`src/pkg/psa_cfg.svh`:
```
// psa_cfg.svh: offsets, field positions, command codes and timing counts of the
// status and alarm block; included by the design file only.
`ifndef PSA_CFG_SVH
`define PSA_CFG_SVH

// ----------------------------------------
// command codes
// ----------------------------------------
`define PSA_CMD_OPERATION     8'h01
`define PSA_CMD_CLEAR         8'h03
`define PSA_CMD_VOUT_SET      8'h21
`define PSA_CMD_OV_LIMIT      8'h40
`define PSA_CMD_READ_STATUS   8'hD0
`define PSA_CMD_LAMP_START    8'hD2
`define PSA_CMD_LAMP_STOP     8'hD3
`define PSA_CMD_OTR_FLASH     8'hD4
`define PSA_CMD_OTR_DARK      8'hD5
`define PSA_CMD_WR_UNLOCK     8'hD6
`define PSA_CMD_WR_LOCK       8'hD7
`define PSA_CMD_LATCH_POLICY  8'hD8
`define PSA_CMD_AUTO_RESTART  8'hD9
`define PSA_CMD_ISO_TEST      8'hDA
`define PSA_CMD_RD_INPUT      8'hDC
`define PSA_CMD_RD_FW         8'hDD
`define PSA_CMD_RD_TIMER      8'hDE
`define PSA_CMD_FAN_SET       8'hDF
`define PSA_CMD_FAN_NORMAL    8'hE0
`define PSA_CMD_RD_FAN        8'hE1
`define PSA_CMD_STRETCH       8'hF2

// ----------------------------------------
// command status byte fields
// ----------------------------------------
`define PSA_CS_PEC_ERR        7
`define PSA_CS_WILL_RESTART   6
`define PSA_CS_BAD_CMD        5
`define PSA_CS_HIGH_LINE      4
`define PSA_CS_ISO_FAIL       3
`define PSA_CS_RESTART_OK     2
`define PSA_CS_BAD_DATA       1
`define PSA_CS_ENABLE_HI      0

// ----------------------------------------
// unit status byte fields
// ----------------------------------------
`define PSA_US_ISO_PASS       6
`define PSA_US_INT_FAULT      5
`define PSA_US_SHUTDOWN       4
`define PSA_US_OTR_LED        3
`define PSA_US_EXT_FAULT      2
`define PSA_US_LAMP_TEST      1
`define PSA_US_OUTPUT_ON      0

// ----------------------------------------
// reset values
// ----------------------------------------
`define PSA_BYTE_RST          8'h00

// ----------------------------------------
// analog thresholds (vout code is 400 per volt, current code 5 per amp)
// ----------------------------------------
`define PSA_VOUT_OC_TRIP      16'h3CF0
`define PSA_VOUT_BLINK_MIN    16'h3840
`define PSA_SHARE_DIFF_MAX    16'h0032

// ----------------------------------------
// timing
// ----------------------------------------
`define PSA_CLK_HZ            50000000
`define PSA_MS_PER_S          1000
`define PSA_MS_TICK_CYC       (`PSA_CLK_HZ / `PSA_MS_PER_S)
`define PSA_LAMP_ON_S         7
`define PSA_LAMP_OFF_S        2
`define PSA_FLASH_HALF_MS     500
`define PSA_UNLOCK_MS         10
`define PSA_LAMP_ON_MS        (`PSA_LAMP_ON_S * `PSA_MS_PER_S)
`define PSA_LAMP_OFF_MS       (`PSA_LAMP_OFF_S * `PSA_MS_PER_S)

`endif

```
`src/pkg/psa_pkg.sv`:
```
// psa_pkg: types shared by the status and alarm block.
// assumes psa_cfg.svh is on the include path.
`default_nettype none

package psa_pkg;
	typedef logic [7:0]  psa_byte_t;
	typedef logic [12:0] psa_ms_t;
	typedef enum logic [1:0] {
		PSA_LAMP_IDLE,
		PSA_LAMP_LIT,
		PSA_LAMP_DARK
	} psa_lamp_e;
endpackage

`default_nettype wire

```
`src/hw/psa_status_alarm.sv`:
```
// psa_status_alarm: status and alarm bytes, maintenance commands, LED and
// latch-off policy of the rectifier management controller.
// assumes commands arrive already framed and pec-checked, one pulse per command,
// and that monitor inputs are on mclk; only the enable pin is asynchronous.
// Function
// - keep four status/alarm bytes, all returned together in one read.
// - every error or alarm flag reads 0 normal, 1 alarm.
// - pec mismatch sets command status bit 7, command dropped; clear resets.
// - command status bit 6 is 1 when set to restart after shutdown.
// - unsupported command sets bit 5 and asserts alert; clear resets it.
// - command status bit 4 is 1 at high-line power capacity.
// - failed isolation test sets bit 3 only, never the internal fault.
// - successful restart that clears the bytes sets command status bit 2.
// - bit 1 stays while data out of range; clear cannot reset it then.
// - bit 0 mirrors the enable pin, 1 means high and unit off.
// - unit status byte holds iso pass, faults, shutdown, LEDs, output on.
// - hardware alarm byte holds fan, primary, thermal, aux and delivery faults.
// - power delivery fault when own current differs from share by over 10A.
// - operating alarm byte holds limit, input, temperature, current, voltage flags.
// - overcurrent shutdown flag when output voltage falls below 39V in current limit.
// - lamp test cycles four LEDs 7 s on, 2 s off until stopped.
// - flash command flashes the ok-to-remove LED 0.5 s on, 0.5 s off.
// - dark command stops flashing and turns the ok-to-remove LED off.
// - unlock command permits protected EEPROM writes after about 10 ms.
// - lock command removes write permission from the protected EEPROM region.
// - in limit blink above 36V, hiccup below in restart mode, latched LED off.
// - latch policy command keeps unit latched off after ov, ot, oc shutdowns.
// - status read returns the four bytes with voltage, current, temperature.
// - clear resets iso pass, iso fail, restarted ok, bad cmd, bad data, pec.
// - successful restart clears old alarms from both alarm bytes and sets restarted-ok.
`include "psa_cfg.svh"
`default_nettype none

module psa_status_alarm #(
	parameter int MS_TICK_CYC = `PSA_MS_TICK_CYC
) (
	input  wire logic        mclk,
	input  wire logic        sys_rst,
	input  wire logic        cmd_valid,
	input  wire logic [7:0]  cmd_code,
	input  wire logic        cmd_pec_ok,
	input  wire logic        data_out_of_range,
	input  wire logic        enable_pin,
	input  wire logic        high_line,
	input  wire logic        iso_done,
	input  wire logic        iso_pass,
	input  wire logic        restart_ok,
	input  wire logic        int_fault,
	input  wire logic        ext_fault,
	input  wire logic        shutdown,
	input  wire logic        output_on,
	input  wire logic        fan_fault,
	input  wire logic        no_primary,
	input  wire logic        primary_ot,
	input  wire logic        dcdc_ot,
	input  wire logic        out_below_bus,
	input  wire logic        tsense_fail,
	input  wire logic        aux5_fault,
	input  wire logic        power_limit,
	input  wire logic        current_limit,
	input  wire logic        primary_fail,
	input  wire logic        ot_shutdown,
	input  wire logic        ot_warning,
	input  wire logic        ov_shutdown,
	input  wire logic        vout_out_lim,
	input  wire logic        vin_out_lim,
	input  wire logic [15:0] vout_code,
	input  wire logic [15:0] iout_own,
	input  wire logic [15:0] iout_share,
	input  wire logic [7:0]  temp_code,
	output logic [7:0]       cmd_status,
	output logic [7:0]       unit_status,
	output logic [7:0]       hw_alarm,
	output logic [7:0]       op_alarm,
	output logic             rd_done,
	output logic [7:0]       rd_cmd_status,
	output logic [7:0]       rd_unit_status,
	output logic [7:0]       rd_hw_alarm,
	output logic [7:0]       rd_op_alarm,
	output logic [15:0]      rd_vout,
	output logic [7:0]       rd_iout,
	output logic [7:0]       rd_temp,
	output logic             alert_out,
	output logic             alert_oe,
	output logic [3:0]       front_led,
	output logic             eeprom_wr_ok,
	output logic             latched_off,
	output logic             hiccup
);

	// ----------------------------------------
	// command decode
	// ----------------------------------------
	logic cmd_known;
	logic pec_bad;
	logic bad_cmd;
	logic exec;
	logic do_clear;

	always_comb
	begin
		unique case (cmd_code)
			`PSA_CMD_OPERATION, `PSA_CMD_CLEAR, `PSA_CMD_VOUT_SET, `PSA_CMD_OV_LIMIT,
			`PSA_CMD_READ_STATUS, `PSA_CMD_LAMP_START, `PSA_CMD_LAMP_STOP,
			`PSA_CMD_OTR_FLASH, `PSA_CMD_OTR_DARK, `PSA_CMD_WR_UNLOCK,
			`PSA_CMD_WR_LOCK, `PSA_CMD_LATCH_POLICY, `PSA_CMD_AUTO_RESTART,
			`PSA_CMD_ISO_TEST, `PSA_CMD_RD_INPUT, `PSA_CMD_RD_FW, `PSA_CMD_RD_TIMER,
			`PSA_CMD_FAN_SET, `PSA_CMD_FAN_NORMAL, `PSA_CMD_RD_FAN, `PSA_CMD_STRETCH:
				cmd_known = 1'b1;
			default:
				cmd_known = 1'b0;
		endcase
	end

	assign pec_bad = cmd_valid & ~cmd_pec_ok;
	assign bad_cmd = cmd_valid & cmd_pec_ok & ~cmd_known;
	assign exec = cmd_valid & cmd_pec_ok & cmd_known;
	assign do_clear = exec && (cmd_code == `PSA_CMD_CLEAR);

	// ----------------------------------------
	// enable pin synchroniser
	// ----------------------------------------
	logic en_s1_ff;
	logic en_s2_ff;
	logic en_s3_ff;
	logic en_hi_ff;

	always_ff @(posedge mclk or posedge sys_rst)
	begin
		if (sys_rst)
		begin
			en_s1_ff <= 1'b0;
			en_s2_ff <= 1'b0;
			en_s3_ff <= 1'b0;
			en_hi_ff <= 1'b0;
		end
		else
		begin
			en_s1_ff <= enable_pin;
			en_s2_ff <= en_s1_ff;
			en_s3_ff <= en_s2_ff;
			// take the level once two stages agree
			if (en_s2_ff == en_s3_ff)
				en_hi_ff <= en_s3_ff;
		end
	end

	// ----------------------------------------
	// restart policy and latch-off
	// ----------------------------------------
	logic latch_pol_ff;
	logic oc_trip;
	logic blink_zone;

	// overcurrent trips once output sags below 39V in current limit
	assign oc_trip = current_limit && (vout_code < `PSA_VOUT_OC_TRIP);
	assign blink_zone = (power_limit | current_limit) && (vout_code > `PSA_VOUT_BLINK_MIN);

	// one command sets the policy, kept until auto-restart or bias loss
	always_ff @(posedge mclk or posedge sys_rst)
	begin
		if (sys_rst)
			latch_pol_ff <= 1'b0;
		else if (exec && cmd_code == `PSA_CMD_LATCH_POLICY)
			latch_pol_ff <= 1'b1;
		else if (exec && cmd_code == `PSA_CMD_AUTO_RESTART)
			latch_pol_ff <= 1'b0;
	end

	// latch on ov, ot or oc shutdown; only a restart releases it
	always_ff @(posedge mclk or posedge sys_rst)
	begin
		if (sys_rst)
			latched_off <= 1'b0;
		else if (latch_pol_ff && (ov_shutdown | ot_shutdown | oc_trip))
			latched_off <= 1'b1;
		else if (restart_ok)
			latched_off <= 1'b0;
	end

	// hiccup below 36V in limit when in restart mode
	always_ff @(posedge mclk or posedge sys_rst)
	begin
		if (sys_rst)
			hiccup <= 1'b0;
		else
			hiccup <= (power_limit | current_limit) && !blink_zone && !latch_pol_ff;
	end

	// ----------------------------------------
	// command status byte
	// ----------------------------------------
	logic [7:0] nxt_cs;

	always_comb
	begin
		nxt_cs = cmd_status;
		// clear drops the information bits first, new events win below
		if (do_clear)
		begin
			nxt_cs[`PSA_CS_PEC_ERR] = 1'b0;
			nxt_cs[`PSA_CS_BAD_CMD] = 1'b0;
			nxt_cs[`PSA_CS_ISO_FAIL] = 1'b0;
			nxt_cs[`PSA_CS_RESTART_OK] = 1'b0;
			nxt_cs[`PSA_CS_BAD_DATA] = 1'b0;
		end
		if (pec_bad)
			nxt_cs[`PSA_CS_PEC_ERR] = 1'b1;
		if (bad_cmd)
			nxt_cs[`PSA_CS_BAD_CMD] = 1'b1;
		if (iso_done && !iso_pass)
			nxt_cs[`PSA_CS_ISO_FAIL] = 1'b1;
		if (restart_ok)
			nxt_cs[`PSA_CS_RESTART_OK] = 1'b1;
		// out-of-range data holds the flag against clear
		if (data_out_of_range)
			nxt_cs[`PSA_CS_BAD_DATA] = 1'b1;
		nxt_cs[`PSA_CS_WILL_RESTART] = !latch_pol_ff;
		nxt_cs[`PSA_CS_HIGH_LINE] = high_line;
		nxt_cs[`PSA_CS_ENABLE_HI] = en_hi_ff;
	end

	always_ff @(posedge mclk or posedge sys_rst)
	begin
		if (sys_rst)
			cmd_status <= `PSA_BYTE_RST;
		else
			cmd_status <= nxt_cs;
	end

	// alert follows the invalid command flag, released by clear
	always_ff @(posedge mclk or posedge sys_rst)
	begin
		if (sys_rst)
		begin
			alert_out <= 1'b0;
			alert_oe <= 1'b0;
		end
		else
		begin
			alert_out <= 1'b0;
			alert_oe <= nxt_cs[`PSA_CS_BAD_CMD];
		end
	end

	// ----------------------------------------
	// unit status byte
	// ----------------------------------------
	logic iso_pass_ff;
	logic otr_on_ff;
	psa_pkg::psa_lamp_e lamp_ff;

	// iso pass is sticky until clear; a new result wins over clear
	always_ff @(posedge mclk or posedge sys_rst)
	begin
		if (sys_rst)
			iso_pass_ff <= 1'b0;
		else if (iso_done)
			iso_pass_ff <= iso_pass;
		else if (do_clear)
			iso_pass_ff <= 1'b0;
	end

	// unit status layout; internal fault only from its own monitor
	always_ff @(posedge mclk or posedge sys_rst)
	begin
		if (sys_rst)
			unit_status <= `PSA_BYTE_RST;
		else
			unit_status <= {1'b0, iso_pass_ff, int_fault, shutdown | latched_off,
				otr_on_ff, ext_fault, lamp_ff != psa_pkg::PSA_LAMP_IDLE, output_on};
	end

	// ----------------------------------------
	// alarm bytes, sticky until a restart
	// ----------------------------------------
	logic [15:0] share_diff;
	logic [7:0]  hw_now;
	logic [7:0]  op_now;

	assign share_diff = (iout_own > iout_share) ? iout_own - iout_share
		: iout_share - iout_own;
	// hardware alarm layout; delivery fault above 10A
	assign hw_now = {fan_fault, no_primary, primary_ot, dcdc_ot, out_below_bus,
		tsense_fail, aux5_fault, share_diff > `PSA_SHARE_DIFF_MAX};
	assign op_now = {power_limit, primary_fail, ot_shutdown, ot_warning, oc_trip,
		ov_shutdown, vout_out_lim, vin_out_lim};

	// restart wipes old alarms; conditions present now are kept
	always_ff @(posedge mclk or posedge sys_rst)
	begin
		if (sys_rst)
		begin
			hw_alarm <= `PSA_BYTE_RST;
			op_alarm <= `PSA_BYTE_RST;
		end
		else if (restart_ok)
		begin
			hw_alarm <= hw_now;
			op_alarm <= op_now;
		end
		else
		begin
			hw_alarm <= hw_alarm | hw_now;
			op_alarm <= op_alarm | op_now;
		end
	end

	// ----------------------------------------
	// status read snapshot
	// ----------------------------------------
	// all four bytes captured in the same cycle; with analog data
	always_ff @(posedge mclk or posedge sys_rst)
	begin
		if (sys_rst)
		begin
			rd_done <= 1'b0;
			rd_cmd_status <= `PSA_BYTE_RST;
			rd_unit_status <= `PSA_BYTE_RST;
			rd_hw_alarm <= `PSA_BYTE_RST;
			rd_op_alarm <= `PSA_BYTE_RST;
			rd_vout <= {2{`PSA_BYTE_RST}};
			rd_iout <= `PSA_BYTE_RST;
			rd_temp <= `PSA_BYTE_RST;
		end
		else
		begin
			rd_done <= exec && cmd_code == `PSA_CMD_READ_STATUS;
			if (exec && cmd_code == `PSA_CMD_READ_STATUS)
			begin
				rd_cmd_status <= cmd_status;
				rd_unit_status <= unit_status;
				rd_hw_alarm <= hw_alarm;
				rd_op_alarm <= op_alarm;
				rd_vout <= vout_code;
				rd_iout <= iout_own[7:0];
				rd_temp <= temp_code;
			end
		end
	end

	// ----------------------------------------
	// millisecond tick
	// ----------------------------------------
	// one divider feeds every slow timer so they all share a single enable
	logic [15:0] div_ff;
	logic        ms_tick_ff;

	always_ff @(posedge mclk or posedge sys_rst)
	begin
		if (sys_rst)
		begin
			div_ff <= 16'h0000;
			ms_tick_ff <= 1'b0;
		end
		else
		begin
			ms_tick_ff <= (div_ff == 16'(MS_TICK_CYC - 1));
			div_ff <= (div_ff == 16'(MS_TICK_CYC - 1)) ? 16'h0000 : div_ff + 16'h0001;
		end
	end

	// ----------------------------------------
	// lamp test
	// ----------------------------------------
	psa_pkg::psa_ms_t lamp_ms_ff;

	// 7 s lit, 2 s dark, repeated until the stop command
	always_ff @(posedge mclk or posedge sys_rst)
	begin
		if (sys_rst)
		begin
			lamp_ff <= psa_pkg::PSA_LAMP_IDLE;
			lamp_ms_ff <= 13'h0000;
		end
		else if (exec && cmd_code == `PSA_CMD_LAMP_STOP)
		begin
			lamp_ff <= psa_pkg::PSA_LAMP_IDLE;
			lamp_ms_ff <= 13'h0000;
		end
		else if (exec && cmd_code == `PSA_CMD_LAMP_START)
		begin
			lamp_ff <= psa_pkg::PSA_LAMP_LIT;
			lamp_ms_ff <= 13'h0000;
		end
		else if (ms_tick_ff)
		begin
			unique case (lamp_ff)
				psa_pkg::PSA_LAMP_IDLE:
					lamp_ms_ff <= 13'h0000;
				psa_pkg::PSA_LAMP_LIT:
					if (lamp_ms_ff == 13'(`PSA_LAMP_ON_MS - 1))
					begin
						lamp_ff <= psa_pkg::PSA_LAMP_DARK;
						lamp_ms_ff <= 13'h0000;
					end
					else
						lamp_ms_ff <= lamp_ms_ff + 13'h0001;
				psa_pkg::PSA_LAMP_DARK:
					if (lamp_ms_ff == 13'(`PSA_LAMP_OFF_MS - 1))
					begin
						lamp_ff <= psa_pkg::PSA_LAMP_LIT;
						lamp_ms_ff <= 13'h0000;
					end
					else
						lamp_ms_ff <= lamp_ms_ff + 13'h0001;
			endcase
		end
	end

	// ----------------------------------------
	// ok-to-remove flash and output blink
	// ----------------------------------------
	logic [9:0] flash_ms_ff;
	logic       flash_ph_ff;

	// half-second phase, restarted by a flash command while the LED is off, shared by service flash and limit blink
	always_ff @(posedge mclk or posedge sys_rst)
	begin
		if (sys_rst)
		begin
			flash_ms_ff <= 10'h000;
			flash_ph_ff <= 1'b0;
		end
		else if (exec && cmd_code == `PSA_CMD_OTR_FLASH && !otr_on_ff)
		begin
			flash_ms_ff <= 10'h000;
			flash_ph_ff <= 1'b1;
		end
		else if (ms_tick_ff)
		begin
			if (flash_ms_ff == 10'(`PSA_FLASH_HALF_MS - 1))
			begin
				flash_ms_ff <= 10'h000;
				flash_ph_ff <= !flash_ph_ff;
			end
			else
				flash_ms_ff <= flash_ms_ff + 10'h001;
		end
	end

	// start flashing; stop and go dark
	always_ff @(posedge mclk or posedge sys_rst)
	begin
		if (sys_rst)
			otr_on_ff <= 1'b0;
		else if (exec && cmd_code == `PSA_CMD_OTR_FLASH)
			otr_on_ff <= 1'b1;
		else if (exec && cmd_code == `PSA_CMD_OTR_DARK)
			otr_on_ff <= 1'b0;
	end

	// led0 output, led1 ok-to-remove, led2 fault, led3 input ok
	logic out_led;

	// latched off is dark, blink above 36V in limit, else follow output
	assign out_led = latched_off ? 1'b0 : (blink_zone ? flash_ph_ff : output_on);

	always_ff @(posedge mclk or posedge sys_rst)
	begin
		if (sys_rst)
			front_led <= 4'h0;
		else if (lamp_ff == psa_pkg::PSA_LAMP_LIT)
			front_led <= 4'hF;
		else if (lamp_ff == psa_pkg::PSA_LAMP_DARK)
			front_led <= 4'h0;
		else
			front_led <= {!primary_fail, int_fault | ext_fault,
				otr_on_ff & flash_ph_ff, out_led};
	end

	// ----------------------------------------
	// eeprom write permission
	// ----------------------------------------
	logic [3:0] unl_ms_ff;
	logic       unl_busy_ff;

	// permission granted after the 10 ms completion time
	// lock takes effect at once and cancels a pending unlock
	always_ff @(posedge mclk or posedge sys_rst)
	begin
		if (sys_rst)
		begin
			eeprom_wr_ok <= 1'b0;
			unl_busy_ff <= 1'b0;
			unl_ms_ff <= 4'h0;
		end
		else if (exec && cmd_code == `PSA_CMD_WR_LOCK)
		begin
			eeprom_wr_ok <= 1'b0;
			unl_busy_ff <= 1'b0;
			unl_ms_ff <= 4'h0;
		end
		else if (exec && cmd_code == `PSA_CMD_WR_UNLOCK && !eeprom_wr_ok)
		begin
			unl_busy_ff <= 1'b1;
			unl_ms_ff <= 4'h0;
		end
		else if (unl_busy_ff && ms_tick_ff)
		begin
			if (unl_ms_ff == 4'(`PSA_UNLOCK_MS - 1))
			begin
				eeprom_wr_ok <= 1'b1;
				unl_busy_ff <= 1'b0;
			end
			else
				unl_ms_ff <= unl_ms_ff + 4'h1;
		end
	end
endmodule

`default_nettype wire

```
`config.mk`:
```
export PLATFORM = sky130hd
export DESIGN_NAME = psa_status_alarm
export DESIGN_NICKNAME = d
export VERILOG_FILES = /design/src/pkg/psa_pkg.sv /design/src/hw/psa_status_alarm.sv
export VERILOG_INCLUDE_DIRS = /design/src /design/src/pkg
export SDC_FILE = /design/constraint.sdc
export NUM_CORES = 1
export LEC_CHECK = 0
export BUFFER_PORTS_ARGS = -buffer_cell sky130_fd_sc_hd__buf_2
export CELL_PAD_IN_SITES_DETAIL_PLACEMENT = 2
export CELL_PAD_IN_SITES_GLOBAL_PLACEMENT = 2
export CORE_UTILIZATION = 35
export DETAILED_ROUTE_END_ITERATION = 8
export PLACE_DENSITY = 0.87
export SLEW_MARGIN = 20
export SYNTH_ARGS = -nofsm -noshare
export SYNTH_HDL_FRONTEND = slang
export SYNTH_SLANG_ARGS = --single-unit
```
`constraint.sdc`:
```
create_clock -name mclk -period 10.9 [get_ports mclk]
set_input_delay 1.635 -clock mclk [delete_from_list [all_inputs] [get_ports mclk]]
set_output_delay 1.635 -clock mclk [all_outputs]
set_load 0.01 [all_outputs]
```
==> impl_results.md <==
* Post-Syn Area at 0.008589 mm^2
* Result of the run: complete, no violations
* Instance area after placement at 0.009836 mm^2
* Max-slew headroom at 0.3133
* Net total in the final layout at 1275
* Period minus WS final at 4.493 ns
* Share of async-settable or async-resettable flops after synthesis at 1.000
* Max Fclk at 222.5 MHz
* Wirelength per Cell at 21.00 um
* Sequential area share after synthesis at 0.4574
* DIE AREA at 0.02517 mm^2
* Average cell area after synthesis at 8.966 um^2
* Cell depth of the worst flop-to-flop path at 7
* Critical Path, Cell by Cell: buf_2, inv_1, ha_1, nand4_1, or2_2, nor2_1, o22ai_2, mux2_4, a311o_1, a22oi_2, nand4b_1
* Die Span X at 158.7 um
* Final HPWL from detailed placement at 21640 um
* Initial cell density of the core at 0.3616
* Max IR drop VDD at 90.64 uV
* Power per unit of standard cell area at 139.1 mW/mm^2
* Number of antenna diodes at 0
* Clock transition at the register clock pins on the worst setup and hold paths after CTS at 0.07 ns
* Setup crit end kind: flop
* Maximum clock path buffer count at 2
* Vias in the first global route at 8802
* Crit path max-delay cell type: sky130_fd_sc_hd__ha_1
* Remaining Overflow, GRT at 0
* Clock tree from TritonCTS: done
* Max incr delay on CP at 0.78 ns
* Share of post-route cells with drive strength above 1 at 0.2270
* Utilization of the core after routing at 0.4395
* Area inside the core boundary at 0.02375 mm^2
* Count of final hold-check violations at 0
* Net Sw Frac at 0.2946
* Leakage power at 5.313 nW
* Sequential power share at 0.421
* Cells after Synth at 958
* Starting DRT DRC Count at 306
* Worst Setup Start Kind: input port
* Total count of max-transition violations in the final report at 0
* Combinational Power Share at 0.144
* Number of antenna violations at the first check in global routing at 0
* Largest net degree at the start of global routing at 82
* Cell type with the largest total area after synthesis: sky130_fd_sc_hd__dfrtp_1
* Type of the most critical hold path: flop to flop
* Clock Power Share at 0.435
* Area fraction of the dominant cell type after synthesis at 0.4574
* Total Wirelength at 30930 um
* Ys flop type: sky130_fd_sc_hd__dfrtp_1
* Critical path data arrival time at 4.79 ns
* Fill cell total of the finished layout at 2640
* Die Span Y at 158.7 um
* Top-level I/O count at 199
* Layout Area Growth over Synthesis at 21.53%
* Worst hold path depth at 0
* Source-to-sink clock delay at the later pin of the worst-skew pair at 0.44 ns
* Core Rows at 56
* Final clock period utilization by the worst path at 0.4122
* Global-route wire length before repair at 48150 um
* CTS H-Tree Depth at 4
* Synth unique cells at 83
* Category of the critical setup timing path: input port to flop
* Maximum fanout encountered on the critical timing path at 21
* Post-DR vias/cell at 5.390
* Total number of clock tree sinks at 157
* Worst hold slack after final layout at 0.3534 ns
* Actual slew at the worst max-slew pin at 1.030 ns
* Weighted congestion reported at the end of routability-driven placement at 0.8258
* Cts repair resizes at 0
* Count of flip-flops with a built-in enable after synthesis at 0
* Number of buffers created by CTS at 17
* Post-CTS Hold Buffers at 0
* Overall global routing resource usage at 0.2531
* Detailed-route via count at 7940
* Number of detailed-route iterations in the first pass at 4
* Number of setup violations in the final report at 0
* Number of synthesized register bits at 157
* Leading cell types by total area after synthesis: sky130_fd_sc_hd__dfrtp_1 46%, sky130_fd_sc_hd__nand2_1 9.5%, sky130_fd_sc_hd__ha_1 5.7%
* Post-route setup TNS at 0 ns
* Unrepaired setup endpoints after global routing: false
* Switching power of the nets at 0.0004277 W
* Internal Pwr Total at 0.001024 W
* Antenna violation net count after detailed routing at 0
* Total power at 0.001452 W
* Number of warnings reported in the yosys synthesis log at 0
* # Post-CTS Setup Buffers at 0
* Worst endpoint required time at 11.20 ns
* Maxcap violations at 0
* Worst reg2reg setup slack at 8.69 ns
* I/O Buffers at 195
* Final worst clock skew at 0.01255 ns
* Post-route DRC violation count at 0
* CTS Root Buffer Type: sky130_fd_sc_hd__clkbuf_16
* Final design area excluding fillers at 0.01044 mm^2
## cell usage after synthesis (all sizes together), types with 3 or more instances
cell      n
a211oi   12
a21o     23
a21oi    33
a221oi    4
a31oi    10
and2      5
and3     17
and3b     3
and4      5
buf      12
clkbuf   27
dfrtp   157
ha       39
inv      57
mux2      7
mux2i     7
nand2   218
nand2b   13
nand3    19
nand3b    3
nand4    23
nand4b    3
nor2     76
nor2b     8
nor3     22
nor3b     5
nor4      8
o211ai    9
o21ai    46
o221ai    3
o31ai     3
xnor2     8
xor2     25
## cells in the final DEF (no fill, tap or decap), types with 4 or more instances in the layout
cell	instances
sky130_fd_sc_hd__inv_1	53
sky130_fd_sc_hd__mux2i_1	7
sky130_fd_sc_hd__nor2_1	76
sky130_fd_sc_hd__nor3_1	20
sky130_fd_sc_hd__nand3_1	19
sky130_fd_sc_hd__mux2_2	5
sky130_fd_sc_hd__and4_1	5
sky130_fd_sc_hd__nand2_1	218
sky130_fd_sc_hd__nor2b_1	8
sky130_fd_sc_hd__ha_1	39
sky130_fd_sc_hd__a211oi_1	9
sky130_fd_sc_hd__buf_2	195
sky130_fd_sc_hd__nor3b_1	5
sky130_fd_sc_hd__xnor2_1	8
sky130_fd_sc_hd__dfrtp_1	157
sky130_fd_sc_hd__o211ai_1	9
sky130_fd_sc_hd__o21ai_0	45
sky130_fd_sc_hd__a21oi_1	33
sky130_fd_sc_hd__nor4_1	8
sky130_fd_sc_hd__nand2b_1	13
sky130_fd_sc_hd__a21o_1	22
sky130_fd_sc_hd__clkbuf_16	17
sky130_fd_sc_hd__and2_1	4
sky130_fd_sc_hd__a31oi_1	9
sky130_fd_sc_hd__nand4_1	23
sky130_fd_sc_hd__xor2_1	25
sky130_fd_sc_hd__and3_1	16
sky130_fd_sc_hd__inv_6	6
sky130_fd_sc_hd__buf_4	6
## worst max-delay path: cells and delay by family
family / cells / cell delay [ns]
and+or+nand+nor: 4 / 1.07
AOI/OAI and AO/OA: 3 / 0.77
buffers and inverters: 2 / 0.14
muxes: 1 / 0.38
adders and majority gates: 1 / 0.78
## per-stage QoR
stage | std cells | worst slack, ns
6_report | 1473 | 6.407
2_1_floorplan | 960 | 5.030
3_5_place_dp | 1441 | 6.090
5_1_grt | 1473 | 6.263
3_3_place_gp | 1441 | 6.292
4_1_cts | 1473 | 6.459
## layout make-up
cell class                      instances  area, um^2  share of cell area
Clock buffer                           18       429.2             0.04111
Tap cell                              319       399.1             0.03824
Timing Repair Buffer                  201        1021             0.09781
Clock inverter                         14       173.9             0.01666
Multi-Input combinational cell        706        4264              0.4085
Inverter                               58       222.7             0.02134
Sequential cell                       157        3929              0.3764
## state kept, by name, summed over array words and instances (netlist names), 2 cells and up
name and flops:
cmd_status 8, front_led 4, hw_alarm 8, rd_iout 8
rd_op_alarm 8, rd_cmd_status 8, unl_ms_ff 4, lamp_ff 2
lamp_ms_ff 13, div_ff 16, flash_ms_ff 10, rd_temp 8
rd_unit_status 7, rd_vout 16, rd_hw_alarm 8, unit_status 7
op_alarm 8
## worst paths after layout
| check | start | endpoint |
|---|---|---|
| max | iout_own[7] | hw_alarm[0]$_DFF_PP0_ |
| min reg2reg | en_s1_ff$_DFF_PP0_ | en_s2_ff$_DFF_PP0_ |
| min | en_s1_ff$_DFF_PP0_ | en_s2_ff$_DFF_PP0_ |
| max reg2reg | lamp_ms_ff[0]$_DFFE_PP0N_ | lamp_ms_ff[5]$_DFFE_PP0N_ |
| max in group asynchronous | sys_rst | cmd_status[2]$_DFFE_PP0P_ |
| min in group asynchronous | sys_rst | hw_alarm[7]$_DFF_PP0_ |
## kinds of logic after synthesis
| group | share of synthesized area |
|---|---|
| buffers and inverters | 0.04705 |
| other | 0.0004366 |
| DFF | 0.4574 |
| muxes | 0.01821 |
| adders and majority gates | 0.06264 |
| AOI/OAI and AO/OA | 0.1473 |
| and+or+nand+nor | 0.2334 |
| xor gates and xnor gates | 0.03365 |
## metal layers
metal	track usage	part of all wire	vias up	routed length [um]
li1	-	-	3659	-
met5	0	0	-	0
met3	0.06097	0.058	56	1801
met4	0.08562	0.022	0	685
met2	0.4586	0.51	212	15830
met1	0.2893	0.41	4013	12610
## power by group through the flow
stage / clock network (W) / registers [W] / logic, W
2_1_floorplan: 0 / 0.000626 / 0.000124
3_3_place_gp: 0 / 0.000621 / 0.000198
3_5_place_dp: 0 / 0.000622 / 0.000206
4_1_cts: 0.000643 / 0.000612 / 0.000210
5_1_grt: 0.000663 / 0.000613 / 0.000230
6_report: 0.000631 / 0.000611 / 0.000209
No activity file was read; power rests on OpenSTA's default activity.
